[config.mk]
export PLATFORM = sky130hd
export DESIGN_NAME = mcwcs_top
export DESIGN_NICKNAME = d
export VERILOG_FILES = /design/src/rtl/mcwcs_pkg.sv /design/src/rtl/mcwcs_top.sv
export SDC_FILE = /design/constraint.sdc
export NUM_CORES = 1
export LEC_CHECK = 0
export ABC_AREA = 1
export BUFFER_PORTS_ARGS = -buffer_cell sky130_fd_sc_hd__clkbuf_2
export CAP_MARGIN = 20
export CORE_ASPECT_RATIO = 1.1
export CORE_UTILIZATION = 50
export CTS_CLUSTER_SIZE = 10
export DETAILED_ROUTE_END_ITERATION = 16
export GPL_ROUTABILITY_DRIVEN = 0
export GPL_TIMING_DRIVEN = 0
export PLACE_DENSITY = 0.87
export SLEW_MARGIN = 20
export SYNTH_ARGS = -nofsm -noshare
export SYNTH_HDL_FRONTEND = slang
export SYNTH_SLANG_ARGS = --single-unit
[constraint.sdc]
create_clock -name i_sys_clk -period 2.4 [get_ports i_sys_clk]
set_clock_uncertainty 0.15 [all_clocks]
set_input_delay 0.36 -clock i_sys_clk [delete_from_list [all_inputs] [get_ports i_sys_clk]]
set_output_delay 0.36 -clock i_sys_clk [all_outputs]
set_load 0.02 [all_outputs]
[src/rtl/mcwcs_pkg.sv]
// Package for the write-credit threshold and scrub address block
package mcwcs_pkg;
   // Dword register byte offsets
   localparam logic [7:0] MCWCS_OFF_WR_THRESHOLDS = 8'h74;
   localparam logic [7:0] MCWCS_OFF_SCRUB_LOW = 8'h78;
   localparam logic [7:0] MCWCS_OFF_SCRUB_HIGH = 8'h7C;

   // Write credit thresholds fields
   localparam int MCWCS_HIGH_LSB = 8;
   localparam int MCWCS_CRIT_LSB = 0;
   localparam int MCWCS_THR_W = 5;
   localparam logic [4:0] MCWCS_HIGH_RESET = 5'h04;
   localparam logic [4:0] MCWCS_CRIT_RESET = 5'h03;

   // Scrub address low fields
   localparam int MCWCS_ROW_LSB = 14;
   localparam int MCWCS_ROW_W = 16;
   localparam int MCWCS_COL_LSB = 0;
   localparam int MCWCS_COL_W = 14;

   // Scrub address high fields
   localparam int MCWCS_CHAN_LSB = 8;
   localparam int MCWCS_DIMM_LSB = 6;
   localparam int MCWCS_RANK_LSB = 4;
   localparam int MCWCS_BANK_LSB = 0;
   localparam int MCWCS_CHAN_W = 2;
   localparam int MCWCS_DIMM_W = 2;
   localparam int MCWCS_RANK_W = 2;
   localparam int MCWCS_BANK_W = 4;
   localparam logic [31:0] MCWCS_SCRUB_RESET = 32'h0000_0000;

   // Scrub location as logged or requested
   typedef struct packed {
      logic [MCWCS_ROW_W-1:0] row;
      logic [MCWCS_COL_W-1:0] col;
      logic [MCWCS_CHAN_W-1:0] chan;
      logic [MCWCS_DIMM_W-1:0] dimm;
      logic [MCWCS_RANK_W-1:0] rank;
      logic [MCWCS_BANK_W-1:0] bank;
   } mcwcs_addr_t;

   // Configuration access request
   typedef struct packed {
      logic wr;
      logic rd;
      logic [7:0] addr;
      logic [31:0] wdata;
   } mcwcs_cfg_t;
endpackage

[src/rtl/mcwcs_top.sv]
// Write-credit thresholds and patrol scrub address registers
//
// Rules for this block and for the software that drives it
// Thresholds reserve write credits so lower priorities cannot take them.
// Software keeps high at least critical, both below initial write credits.
// Threshold writes steer credit reservation at once, no reload needed.
// Software sets critical threshold to the io_hub's critical request_tag count.
// Software sets high threshold to critical plus high tags, at most 30.
// Software sets each isoch_entry_level to 31 minus critical threshold.
// Threshold register: high bits 12:8 reset 4, critical bits 4:0 reset 3.
// Low scrub register logs row 29:14 and column 13:0 of last scrub.
// Memory test errors log the failing location into the scrub registers.
// Written scrub address becomes next scrub location when begin_scrub_bit sets.
// Software disables patrol scrub before writing the low scrub register.
// Software disables scrub before reading or writing the high scrub register.
// Channel bits 9:8 are software written only, never hardware logged.
// High scrub register logs DIMM 7:6, rank 5:4, bank 3:0, reset zero.
// Software writes DIMM and rank together as a rank identifier.
// With three DIMMs, rank is bit 0, DIMM is DIMM bit 0 with rank bit 1.
`timescale 1ns/10ps
module mcwcs_top
   import mcwcs_pkg::*;
(
   // Clock and reset
   input wire logic i_sys_clk,
   input wire logic i_rst_n,
   // Dword configuration access
   input wire mcwcs_cfg_t i_cfg,
   output logic o_cfg_rvalid_q,
   output logic [31:0] o_cfg_rdata_q,
   // Write credit state
   input wire logic [4:0] i_wr_credits_free,
   output logic o_wr_allow_normal_q,
   output logic o_wr_allow_high_q,
   output logic o_wr_allow_crit_q,
   // Scrub and memory test events
   input wire logic i_scrub_issue,
   input wire mcwcs_addr_t i_scrub_issue_addr,
   input wire logic i_memtest_active,
   input wire logic i_memtest_err,
   input wire mcwcs_addr_t i_memtest_fail_addr,
   input wire logic i_begin_scrub,
   output logic o_scrub_start_q,
   output mcwcs_addr_t o_scrub_next_q
);

   function automatic logic cfg_hit(input logic [7:0] addr, input logic [7:0] off);
      cfg_hit = (addr == off);
   endfunction

   logic [4:0] thr_high_q, thr_high_d;
   logic [4:0] thr_crit_q, thr_crit_d;
   mcwcs_addr_t scrub_q, scrub_d;
   logic [31:0] rd_word;

   wire wr_thr = i_cfg.wr & cfg_hit(i_cfg.addr, MCWCS_OFF_WR_THRESHOLDS);
   wire wr_lo = i_cfg.wr & cfg_hit(i_cfg.addr, MCWCS_OFF_SCRUB_LOW);
   wire wr_hi = i_cfg.wr & cfg_hit(i_cfg.addr, MCWCS_OFF_SCRUB_HIGH);
   wire rd_thr = cfg_hit(i_cfg.addr, MCWCS_OFF_WR_THRESHOLDS);
   wire rd_lo = cfg_hit(i_cfg.addr, MCWCS_OFF_SCRUB_LOW);
   wire rd_hi = cfg_hit(i_cfg.addr, MCWCS_OFF_SCRUB_HIGH);

   // memtest logging
   wire memtest_log = i_memtest_active & i_memtest_err;
   // scrub logging
   wire hw_log = i_scrub_issue | memtest_log;
   // A test failure outranks a scrub in the same cycle: the failing spot matters more
   wire mcwcs_addr_t log_addr = memtest_log ? i_memtest_fail_addr : i_scrub_issue_addr;

   // threshold fields
   assign thr_high_d = wr_thr ? i_cfg.wdata[MCWCS_HIGH_LSB +: MCWCS_THR_W] : thr_high_q;
   assign thr_crit_d = wr_thr ? i_cfg.wdata[MCWCS_CRIT_LSB +: MCWCS_THR_W] : thr_crit_q;

   // row and column, hardware logging wins over a software write
   assign scrub_d.row = hw_log ? log_addr.row :
                        wr_lo ? i_cfg.wdata[MCWCS_ROW_LSB +: MCWCS_ROW_W] : scrub_q.row;
   assign scrub_d.col = hw_log ? log_addr.col :
                        wr_lo ? i_cfg.wdata[MCWCS_COL_LSB +: MCWCS_COL_W] : scrub_q.col;
   // channel from software only
   assign scrub_d.chan = wr_hi ? i_cfg.wdata[MCWCS_CHAN_LSB +: MCWCS_CHAN_W] : scrub_q.chan;
   // DIMM, rank and bank
   assign scrub_d.dimm = hw_log ? log_addr.dimm :
                         wr_hi ? i_cfg.wdata[MCWCS_DIMM_LSB +: MCWCS_DIMM_W] : scrub_q.dimm;
   assign scrub_d.rank = hw_log ? log_addr.rank :
                         wr_hi ? i_cfg.wdata[MCWCS_RANK_LSB +: MCWCS_RANK_W] : scrub_q.rank;
   assign scrub_d.bank = hw_log ? log_addr.bank :
                         wr_hi ? i_cfg.wdata[MCWCS_BANK_LSB +: MCWCS_BANK_W] : scrub_q.bank;

   // Reserved bits read as zero; unmapped offsets read zero
   assign rd_word = rd_thr ? {19'h0_0000, thr_high_q, 3'h0, thr_crit_q} :
                    rd_lo ? {2'h0, scrub_q.row, scrub_q.col} :
                    rd_hi ? {22'h00_0000, scrub_q.chan, scrub_q.dimm, scrub_q.rank, scrub_q.bank} :
                    32'h0000_0000;

   always_ff @(posedge i_sys_clk or negedge i_rst_n) begin
      if (!i_rst_n) begin
         thr_high_q <= MCWCS_HIGH_RESET;
         thr_crit_q <= MCWCS_CRIT_RESET;
         scrub_q <= mcwcs_addr_t'({8'h00, MCWCS_SCRUB_RESET});
      end else begin
         thr_high_q <= thr_high_d;
         thr_crit_q <= thr_crit_d;
         scrub_q <= scrub_d;
      end
   end

   always_ff @(posedge i_sys_clk or negedge i_rst_n) begin
      if (!i_rst_n) begin
         o_cfg_rvalid_q <= 1'b0;
         o_cfg_rdata_q <= 32'h0000_0000;
      end else begin
         o_cfg_rvalid_q <= i_cfg.rd;
         o_cfg_rdata_q <= i_cfg.rd ? rd_word : o_cfg_rdata_q;
      end
   end

   // credit reservation; R3 uses live register values
   // Grants lag the free count by one cycle, so the arbiter must not spend the same credit twice
   always_ff @(posedge i_sys_clk or negedge i_rst_n) begin
      if (!i_rst_n) begin
         o_wr_allow_normal_q <= 1'b0;
         o_wr_allow_high_q <= 1'b0;
         o_wr_allow_crit_q <= 1'b0;
      end else begin
         o_wr_allow_normal_q <= (i_wr_credits_free > thr_high_q);
         o_wr_allow_high_q <= (i_wr_credits_free > thr_crit_q);
         o_wr_allow_crit_q <= (i_wr_credits_free != 5'h00);
      end
   end

   // hand next scrub location to the scrub engine
   always_ff @(posedge i_sys_clk or negedge i_rst_n) begin
      if (!i_rst_n) begin
         o_scrub_start_q <= 1'b0;
         o_scrub_next_q <= mcwcs_addr_t'({8'h00, MCWCS_SCRUB_RESET});
      end else begin
         o_scrub_start_q <= i_begin_scrub;
         o_scrub_next_q <= scrub_q;
      end
   end
endmodule

# Word-level counts from Yosys, hierarchy flattened
# Index checks and enable logic that the tools add are counted.
classes:
  mux: 14
  n_lt_le_gt_ge: 2
  eq_ne: 3
  n_reduce_logical: 3
  n_bitwise: 5
ops:
  columns: ["cell", "count"]
  rows:
  - ["$mux 30", 2]
  - ["$mux 40", 1]
  - ["$mux 16", 2]
  - ["$mux 14", 2]
  - ["$eq 8x7->1 const B", 3]
  - ["$gt 5x5->1", 2]
  - ["$mux 10", 1]
  - ["$mux 2", 4]
  - ["$mux 4", 2]
  - ["$reduce_bool 5->1", 1]
  - ["$and 1x1->1", 4]
  - ["$reduce_bool 2->1", 2]
  - ["$or 1x1->1", 1]
word_totals:
  in_bits: 133
  regBits: 127
  out_inout_bits: 77

# Longest topological paths before layout
# Gate-level depths: netlist of the first run.
depth:
  word_depth: 4
  mapped_depth: 9

# Worst setup path after synthesis of the first run
# Ideal clock, no wire load.
synth_timing:
  kind: "input to register"
  start: "input port i_cfg[32] in the netlist's numbering"
  end: "register o_cfg_rdata_q[19]"
  arrival_ns: 1.192
  cell_stages: 8
  slack_ns: 0.992
  path_cell_list: "inv_1 nand2_2 nor2_4 nand2_2 nor3_4 buf_6 nand2_2 nand2_1"
synth_between:
  elab_chain_cells: 3
  word_cells_on_any_way: 4
synth_lines:
  columns: ["item", "line_no", "source"]
  rows:
  - ["start, declared", "mcwcs_top.sv:28", "input wire mcwcs_cfg_t i_cfg,"]
  - ["$eq 8x7->1", "mcwcs_top.sv:48", "cfg_hit = (addr == off);"]
  - ["$mux 30", "mcwcs_top.sv:91", "rd_lo ? {2'h0, scrub_q.row, scrub_q.col} :"]
  - ["$mux 30 (*)", "mcwcs_top.sv:90", "assign rd_word = rd_thr ? {19'h0_0000, thr_high_q, 3'h0, thr_crit_q} :"]
  - ["end signal, assigned", "mcwcs_top.sv:113", "o_cfg_rdata_q <= i_cfg.rd ? rd_word : o_cfg_rdata_q;"]
  - ["end, declared", "mcwcs_top.sv:30", "output logic [31:0] o_cfg_rdata_q,"]
# Every way passes the cells marked *; elsewhere a longest branch is shown, timed or not.
# A chain may end at the register's enable or synchronous reset.

==> impl_metrics.ini, run 1 <==
[yosys]
synth.distinct_cells = 22
synth_area_leaders = dfrtp_1 55%, nand2_1 19%, nand3_1 10%
synth.largest_area_cell = dfrtp_1
syn_inst = 661
synth_warnings = 0
ys_seq_elements = 125
syn_avg_cell_area_sq_um = 8.38
syn_area_sq_um = 5540
seq_area_frac_synth_pct = 56.5
netlist.area_leader.share_pct = 55.1

[clocking]
clock_latency_ns = 0.42
h-tree-depth = 4
numCtsBuffers = 17
clkSinkCount = 125
cts_tree = done
cts_buffer_depth = 2
postCtsResizedCells = 0
clk_pin_slew_ns = 0.05
cts-root-buf = clkbuf_16

[cells_and_area]
drive_gt1_share_pct = 31.2
nFillCells = 834
antennaDiodeCount = 0
area_delta_synth_final_pct = 34.4
fin_area_sq_um = 7450
nNetsFinal = 1030
final_util_pct = 70.3

[timing]
period_share_pct = 74.6
period_minus_slack_ns = 1.79
fin_hold_ws_ns = 0.0312
tightest_slew_ns = 0.532
max_slew_margin_pct = 64.6
fmax_mhz = 559
hold_viol = 0
fin_tns_setup_ns = 0
rsz0062_at_grt = no
finalSetupViolCount = 0
slew_violations = 0

[global_routing]
grt_pass1_vias = 5027
grt_pass1_wl_mm = 24.7
grt.total_usage_pct = 28.8
grt-ovfl-total = 0
antenna_found_initial = 0
grt_max_degree = 94

[die]
die_y_um = 112
die_width_um = 102
io_pins = 210
start_util_pct = 52.3
core.rowCount = 39
core_sq_um = 10600
dieArea_sq_um = 11500

[worst_hold_path]
hold_class = input port to flop

[detailed_routing]
wl_met1_mm = 6.55
vias = 5328
drc = 0
top_layer = met4
vias_per_cell = 5.11
wire_per_inst_um = 15.0
drt_iter0_markers = 295
met3_length_mm = 1.07
drtAntennaViolNets = 0
wl_met2_mm = 7.48
finalWirelength_mm = 15.6
drtPass1Iterations = 5

[critical_path]
crit_type = input port to flop
crit_slowest_cell = dlygate4sd3_1
cp.arrival_ns = 1.99
crit_fanout = 10
critPathBufInv = 4
startpoint_type = input port
crit_chain = dlygate4sd3_1 -> clkbuf_2 -> inv_1 -> nor3_4 -> buf_6 -> nand2_2 -> nand2_1
path_delay_family = buffers and inverters
critPathRequiredTime_ns = 2.60
slowest_delay_ns = 0.53
cp-end-kind = flop

[job]
drv_cap = 0

[pwr]
ir_drop_mv = 0.471
power_density_nw_per_um2 = 790
power_leakage_uw = 0.00426

[placed_design]
hpwlAfterDp_mm = 11.4
placed_area_sq_um = 6770
portBuffers = 201

[run_status]
status = completed
==> registers in the layout, summed over array words and instances (netlist names) <==
name                 cells
thr_high_q               5
o_scrub_start_q          1
thr_crit_q               5
o_cfg_rdata_q           30
o_cfg_rvalid_q           1
scrub_q                 40
o_wr_allow_high_q        1
o_scrub_next_q          40
o_wr_allow_normal_q      1
o_wr_allow_crit_q        1
==> area by class of cell <==
type                            instances  area, sq um  share of cell area, %
Inverter                               34          128                   1.71
Clock inverter                         13          189                   2.54
Multi-Input combinational cell        469         2110                   28.4
Timing Repair Buffer                  206         1080                   14.5
Clock buffer                           19          453                   6.08
Sequential cell                       125         3130                   42.0
Tap cell                              143          179                   2.40
Buffer                                 34          174                   2.33
==> report_power, final <==
group	switching [uW]	internal [uW]	total, uW	leakage (uW)
Combinational	471	262	733	0.00237
Sequential	121	2290	2410	0.00158
Clock	943	1800	2740	0.000310
Total	1540	4350	5890	0.00426
==> tightest hold or removal path, stage by stage <==
cell	delay, ns
clkbuf_2	0.09
nor2_1	0.10
a21oi_1	0.05
==> placed cells by master (no fill, tap or decap), types with 5 or more instances in the layout <==
cell         n
nand2_1    275
clkbuf_2   200
dfrtp_1    122
nand3_1    113
inv_1       33
nor2_1      18
clkbuf_16   17
nand2_2     16
buf_2       16
o21ai_0     13
a21oi_1     12
ha_1        10
clkbuf_1     8
buf_4        5
==> layer usage <==
metal / GRT usage [%] / vias up
li1: - / 2557
met1: 38.1 / 2473
met2: 44.7 / 250
met3: 6.60 / 48
met4: 14.0 / 0
met5: 0 / -
==> logic make-up after synthesis <==
group,Yosys count,synth area share (%)
AOI/OAI and AO/OA,27,2.44
adders and majority gates,10,2.26
buffers and inverters,68,5.44
DFF,125,56.5
other,1,0.0677
and+or+nand+nor,430,33.3
==> metrics by stage <==
step	std cells	setup slack, ns	power, uW
2_1_floorplan	662	0.992	2790
3_3_place_gp	1006	-0.970	3140
3_5_place_dp	1007	0.550	3170
4_1_cts	1043	0.611	5900
5_1_grt	1043	0.544	6100
6_report	1043	0.610	5890
==> final timing paths <==
path,from,endpoint,slack [ns],cells past startpoint
min,i_cfg[1],thr_crit_q[1]$_DFFE_PN1P_,0.03,3
max reg2reg,thr_crit_q[1]$_DFFE_PN1P_,o_wr_allow_high_q$_DFF_PN0_,0.91,6
min in group asynchronous,i_rst_n,scrub_q[12]$_DFFE_PN0P_,0.26,2
max,i_cfg[40],o_cfg_rdata_q[19]$_DFFE_PN0P_,0.61,7
max in group asynchronous,i_rst_n,thr_crit_q[0]$_DFFE_PN1P_,1.10,3
min reg2reg,scrub_q[15]$_DFFE_PN0P_,o_scrub_next_q[15]$_DFF_PN0_,0.22,0
==> Yosys cell counts <==
cell      instances
a21oi_1          12
clkbuf_1          8
o21ai_1           2
conb_1            1
buf_4             5
dfrtp_1         122
inv_1            33
inv_2             1
nor3_4            1
nor3_1            1
nor2_1           18
nand2_1         275
ha_1             10
dfstp_2           3
nand2_2          16
nor2_4            4
buf_2            16
buf_1             4
buf_6             1
o21ai_0          13
nand4_1           2
nand3_1         113
==> what timing repair did <==
action	4_1_cts	5_1_grt
endpoints found under the hold margin	35	0
buffers inserted	0	0
hold buffers	4	0
Power figures use the tool's default switching activity.
==> run 2, diff against run 1 <==
ABC_AREA = 0   (was 1)
CORE_UTILIZATION = 44   (was 50)
PLACE_DENSITY = 0.82   (was 0.87)
clock period = 1.57 ns   (was 2.4 ns; I/O delays follow)
==> impl_metrics.ini, run 2 <==
[clocking]
cts_buffer_depth = 2
numCtsBuffers = 17
clk_pin_slew_ns = 0.06
clock_latency_ns = 0.40
clkSinkCount = 125
h-tree-depth = 4
cts_tree = done
cts-root-buf = clkbuf_16

[global_routing]
grt_pass1_wl_mm = 27.1
grt-ovfl-total = 0
busiest_layer = met2
use_met3_pct = 6.24
grt_use_met1_pct = 33.8
antenna_found_initial = 0
grt.total_usage_pct = 28.4
grt_max_degree = 64
grt_pass1_vias = 5381
met2_usage_pct = 47.9

[yosys]
synth-edff-count = 0
netlist.area_leader.share_pct = 55.6
syn_avg_cell_area_sq_um = 10.9
async_flop_share_pct = 100
seq_area_frac_synth_pct = 57.0
syn_inst = 505
synthMostInstantiatedCell = dfrtp_1
synth_top_flop_cell = dfrtp_1
synth.distinct_cells = 41
syn_area_sq_um = 5490
synth_area_leaders = dfrtp_1 56%, a221o_1 7.3%, o21ai_0 5.6%
ys_seq_elements = 125
synth.largest_area_cell = dfrtp_1
ys_top_cells_by_count = 122 x dfrtp_1, 61 x o21ai_0, 58 x nand2_1, 40 x a221o_1, 40 x nand3_1
synth_warnings = 0

[pwr]
switching_share_pct = 25.6
clkPwrFrac_pct = 45.1
switchingPower_uw = 2250
combPwrFrac_pct = 13.5
ir_drop_mv = 0.588
power_leakage_uw = 0.00400
power_density_nw_per_um2 = 1150
p_int_uw = 6530
pwr-share-seq_pct = 41.4

[critical_path]
crit_fanout = 2
critPathRequiredTime_ns = 1.71
worstRegToRegCells = 5
r2r_slack_ns = 0.04
startpoint_type = input port
cp-end-kind = flop
r2r_start = thr_crit_q[1]$_DFFE_PN1P_
crit_type = input port to flop
setup.worst_path.start = i_wr_credits_free[0]
r2r_end = o_wr_allow_high_q$_DFF_PN0_
cp.arrival_ns = 1.71

[cells_and_area]
drive_gt1_share_pct = 36.6
instances_no_fill = 913
antennaDiodeCount = 0
fin_area_sq_um = 7650
largestRegisters = o_scrub_next_q (40), scrub_q (40), o_cfg_rdata_q (30)
area_delta_synth_final_pct = 39.3
final_cell_mix = 211 x clkbuf_2, 122 x dfrtp_1, 60 x o21ai_0
mostFrequentLayoutCell = clkbuf_2
nNetsFinal = 889

[die]
io_pins = 210
die_y_um = 119
core_sq_um = 12100
core.rowCount = 42
dieArea_sq_um = 12900
start_util_pct = 45.4
die_width_um = 109

[placed_design]
post-place-ws_ns = -0.787
hpwlAfterDp_mm = 12.6
place_inst = 862
placed_area_sq_um = 6790
portBuffers = 200

[detailed_routing]
drc = 0
vias_per_cell = 5.82
finalWirelength_mm = 17.9
drt_iter0_markers = 479
drtPass1Iterations = 5
drtAntennaViolNets = 0
wire_per_inst_um = 19.6
vias = 5314

[timing]
period_minus_slack_ns = 1.58
tightest_slew_ns = 0.693
fin_tns_setup_ns = -0.00559
rsz0062_at_grt = yes
fmax_mhz = 635
finalSetupViolCount = 1
slew_violations = 0
hold_viol = 0
period_share_pct = 100
setup_ws_ns = -0.00559
max_slew_margin_pct = 53.8
fin_hold_ws_ns = 0.0209

[run_status]
status = finished, violations left
violations = negative setup slack

[job]
drv_cap = 0

[worst_hold_path]
min_to = scrub_q[12]$_DFFE_PN0P_
min-delay-start = i_memtest_fail_addr[12]
whs_path_depth = 4
hold_class = input port to flop
## run 2: cell count changes in the layout (fill, tap and decap cells not counted), moves of 16 or more
cell     delta
a221o_1    +40
nand2_1   -217
nand3_1    -73
nand2_2    -16
nor2_1     -16
o21ai_0    +47
a22o_1     +17
## run 2: routing by layer
metal  routed length, um  share of wire [%]
met5                   0                  0
met3                1430                8.0
met2                9160                 51
met4                 510                2.9
met1                6780                 38
## run 2: metrics by stage
stage	power [uW]	util, %
6_report	8780	63.3
5_1_grt	9080	63.3
4_1_cts	8810	63.1
3_5_place_dp	4790	56.1
3_3_place_gp	4740	55.7
2_1_floorplan	4220	-
## run 2: cell type report
| cell class | count | area (sq um) |
|---|---|---|
| clock inverter | 11 | 141 |
| inverter | 34 | 128 |
| multi-input combinational | 311 | 2170 |
| clock buffer | 21 | 460 |
| buffer | 34 | 186 |
| sequential | 125 | 3130 |
| tap | 154 | 193 |
| timing repair buffer | 223 | 1240 |
| fill | 977 | 4440 |
## run 2: how the worst max path moves through the flow
| stage | to | slack [ns] | cells past startpoint |
|---|---|---|---|
| final | o_wr_allow_crit_q$_DFF_PN0_ | -0.006 | 5 |
| after global routing | o_wr_allow_normal_q$_DFF_PN0_ | -0.02 | 6 |
| after CTS | o_wr_allow_high_q$_DFF_PN0_ | 0.01 | 6 |
| after detailed placement | scrub_q[33]$_DFFE_PN0P_ | -0.79 | 5 |
| after global placement | o_scrub_next_q[2]$_DFF_PN0_ | -1.66 | 1 |
| after floorplan | thr_crit_q[2]$_DFFE_PN0P_ | -0.36 | 5 |
## run 2: power groups by stage
stage | Combinational [uW] | Clock (uW) | Sequential (uW)
4_1_cts | 1170 | 4010 | 3630
2_1_floorplan | 430 | 0 | 3790
6_report | 1180 | 3960 | 3630
3_5_place_dp | 1110 | 0 | 3680
3_3_place_gp | 1060 | 0 | 3670
5_1_grt | 1280 | 4150 | 3650
## run 2: worst max-delay path: stages
cell           delay [ns]
dlygate4sd3_1        0.56
clkbuf_2             0.12
nor3_1               0.15
dlygate4sd3_1        0.57
nand2_1              0.06
## run 2: cells by family after synthesis
logic type      synth area share, %
compound gates                 20.7
buf+inv                        5.10
fa+ha+maj                      2.28
flops                          57.0
simple gates                   11.5
other cells                  0.0683
mux                            3.33
## run 2: repair_timing
item | CTS | global route
buffers inserted | 4 | 0
gates resized for setup | 15 | 13
hold buffers | 17 | 0
pin swaps | 2 | 2
setup endpoints to repair | 65 | 26
hold endpoints to repair | 74 | 0
gates cloned | 0 | 0
==> run 3, diff against run 2 <==
--- a/config.mk
+++ b/config.mk
@@ -17,2 +17,3 @@
 export PLACE_DENSITY = 0.82
+export SKIP_CTS_REPAIR_TIMING = 1
 export SLEW_MARGIN = 20
==> constraint.sdc (replaced) <==
create_clock -name i_sys_clk -period 1.57 [get_ports i_sys_clk]
set_clock_uncertainty 0.15 [all_clocks]
set_input_delay 0.0785 -clock i_sys_clk [delete_from_list [all_inputs] [get_ports i_sys_clk]]
set_output_delay 0.0785 -clock i_sys_clk [all_outputs]
set_load 0.02 [all_outputs]
==> impl_metrics.ini, run 3 (synthesis results as in run 2) <==
[detailed_routing]
drc = 0
vias_per_cell = 5.78
drtPass1Iterations = 5
wl_met2_mm = 9.81
vias = 5787
drtAntennaViolNets = 0
top_layer = met4
wire_per_inst_um = 19.9
wl_met1_mm = 7.63
drt_iter0_markers = 517
met3_length_mm = 1.72
finalWirelength_mm = 19.9

[timing]
max_slew_margin_pct = 41.6
period_share_pct = 99.8
slew_violations = 0
period_minus_slack_ns = 1.57
fin_hold_ws_ns = -0.0702
fmax_mhz = 638
finalSetupViolCount = 0
hold_viol = 7
tightest_slew_ns = 0.876
fin_tns_setup_ns = 0
setup_ws_ns = 0.00336

[pwr]
power_leakage_uw = 0.00434
p_total_uw = 9100
power_density_nw_per_um2 = 1080
ir_drop_mv = 0.674

[clocking]
numCtsBuffers = 17
h-tree-depth = 4
clkSinkCount = 125
cts_tree = done
cts_buffer_depth = 2
cts-root-buf = clkbuf_16
clk_pin_slew_ns = 0.05
clock_latency_ns = 0.41

[die]
die_width_um = 109
io_pins = 210
start_util_pct = 45.4
core.rowCount = 42
die_y_um = 119
dieArea_sq_um = 12900
core_sq_um = 12100

[cells_and_area]
drive_gt1_share_pct = 31.8
antennaDiodeCount = 0
final_cell_mix = 210 x clkbuf_2, 122 x dfrtp_1, 102 x dlygate4sd3_1
area_delta_synth_final_pct = 53.9
instances_no_fill = 1001
largestRegisters = o_scrub_next_q (40), scrub_q (40), o_cfg_rdata_q (30)
mostFrequentLayoutCell = clkbuf_2
nNetsFinal = 977

[critical_path]
slowest_delay_ns = 0.54
cp.arrival_ns = 1.71
critPathBufInv = 3
crit_slowest_cell = or4b_4
critPathRequiredTime_ns = 1.71
cp-end-kind = flop
path_delay_family = simple AND/OR/NAND/NOR gates
crit_fanout = 10
crit_type = input port to flop
crit_chain = clkbuf_2 -> or4b_4 -> buf_6 -> or3_1 -> buf_6 -> mux2_4
startpoint_type = input port
path_common_cell = buf_6

[placed_design]
post-place-ws_ns = -0.736
portBuffers = 200
hpwlAfterDp_mm = 12.7
place_inst = 862

[run_status]
violations = negative hold slack
status = finished, violations left

[global_routing]
grt_max_degree = 65
grt_pass1_wl_mm = 27.0
grt.total_usage_pct = 28.0
antenna_found_initial = 0
grt_pass1_vias = 5282
grt-ovfl-total = 0

[worst_hold_path]
hold_class = input port to flop

[job]
drv_cap = 0
[run 3: cell types whose count changed in the layout (fill, tap and decap cells not counted), sizes merged]
cell and delta:
dlygate4sd3 +85, bufinv +1, clkinv -1, clkbuf -1, buf +4
[run 3: layout make-up]
class / instances / area, sq um
Tap cell: 154 / 193
Buffer: 36 / 173
Multi-Input combinational cell: 311 / 2110
Fill cell: 869 / 3630
Sequential cell: 125 / 3130
Clock buffer: 21 / 450
Inverter: 34 / 128
Clock inverter: 11 / 166
Timing Repair Buffer: 309 / 2100
[run 3: final timing paths]
path / startpoint / end / slack [ns] / cells past startpoint
max in group asynchronous: i_rst_n / thr_crit_q[0]$_DFFE_PN1P_ / 0.47 / 3
worst max register to register: thr_high_q[2]$_DFFE_PN1P_ / o_wr_allow_normal_q$_DFF_PN0_ / 0.04 / 5
worst max-delay path: i_cfg[33] / thr_high_q[0]$_DFFE_PN0P_ / 0.003 / 6
min in group asynchronous: i_rst_n / o_scrub_next_q[38]$_DFF_PN0_ / 0.08 / 2
worst min register to register: scrub_q[26]$_DFFE_PN0P_ / o_scrub_next_q[26]$_DFF_PN0_ / 0.25 / 0
worst min-delay path: i_cfg[15] / scrub_q[25]$_DFFE_PN0P_ / -0.07 / 4
[run 3: report_power, final]
| group | total [uW] | switching, uW | internal [uW] |
|---|---|---|---|
| clock | 4110 | 1420 | 2690 |
| combinational | 1350 | 742 | 608 |
| sequential | 3640 | 168 | 3470 |
[run 3: metrics by stage]
| stage | utilization [%] | area [sq um] |
|---|---|---|
| floorplan | - | 5510 |
| global placement | 55.4 | 6700 |
| CTS | 61.0 | 7370 |
| global route | 69.9 | 8450 |
| detailed placement | 55.9 | 6750 |
| finish | 69.9 | 8450 |
[run 3: per-layer routing]
metal | global-route usage (%) | vias up
li1 | - | 2502
met1 | 34.4 | 2802
met2 | 46.3 | 396
met3 | 8.43 | 87
met4 | 10.1 | 0
met5 | 0 | -
[run 3: worst register-to-register path: stages (launching register included)]
cell and delay (ns):
dfstp_2 0.53, inv_1 0.06, ha_1 0.26, and3_4 0.15
and3_1 0.17, a31oi_1 0.14
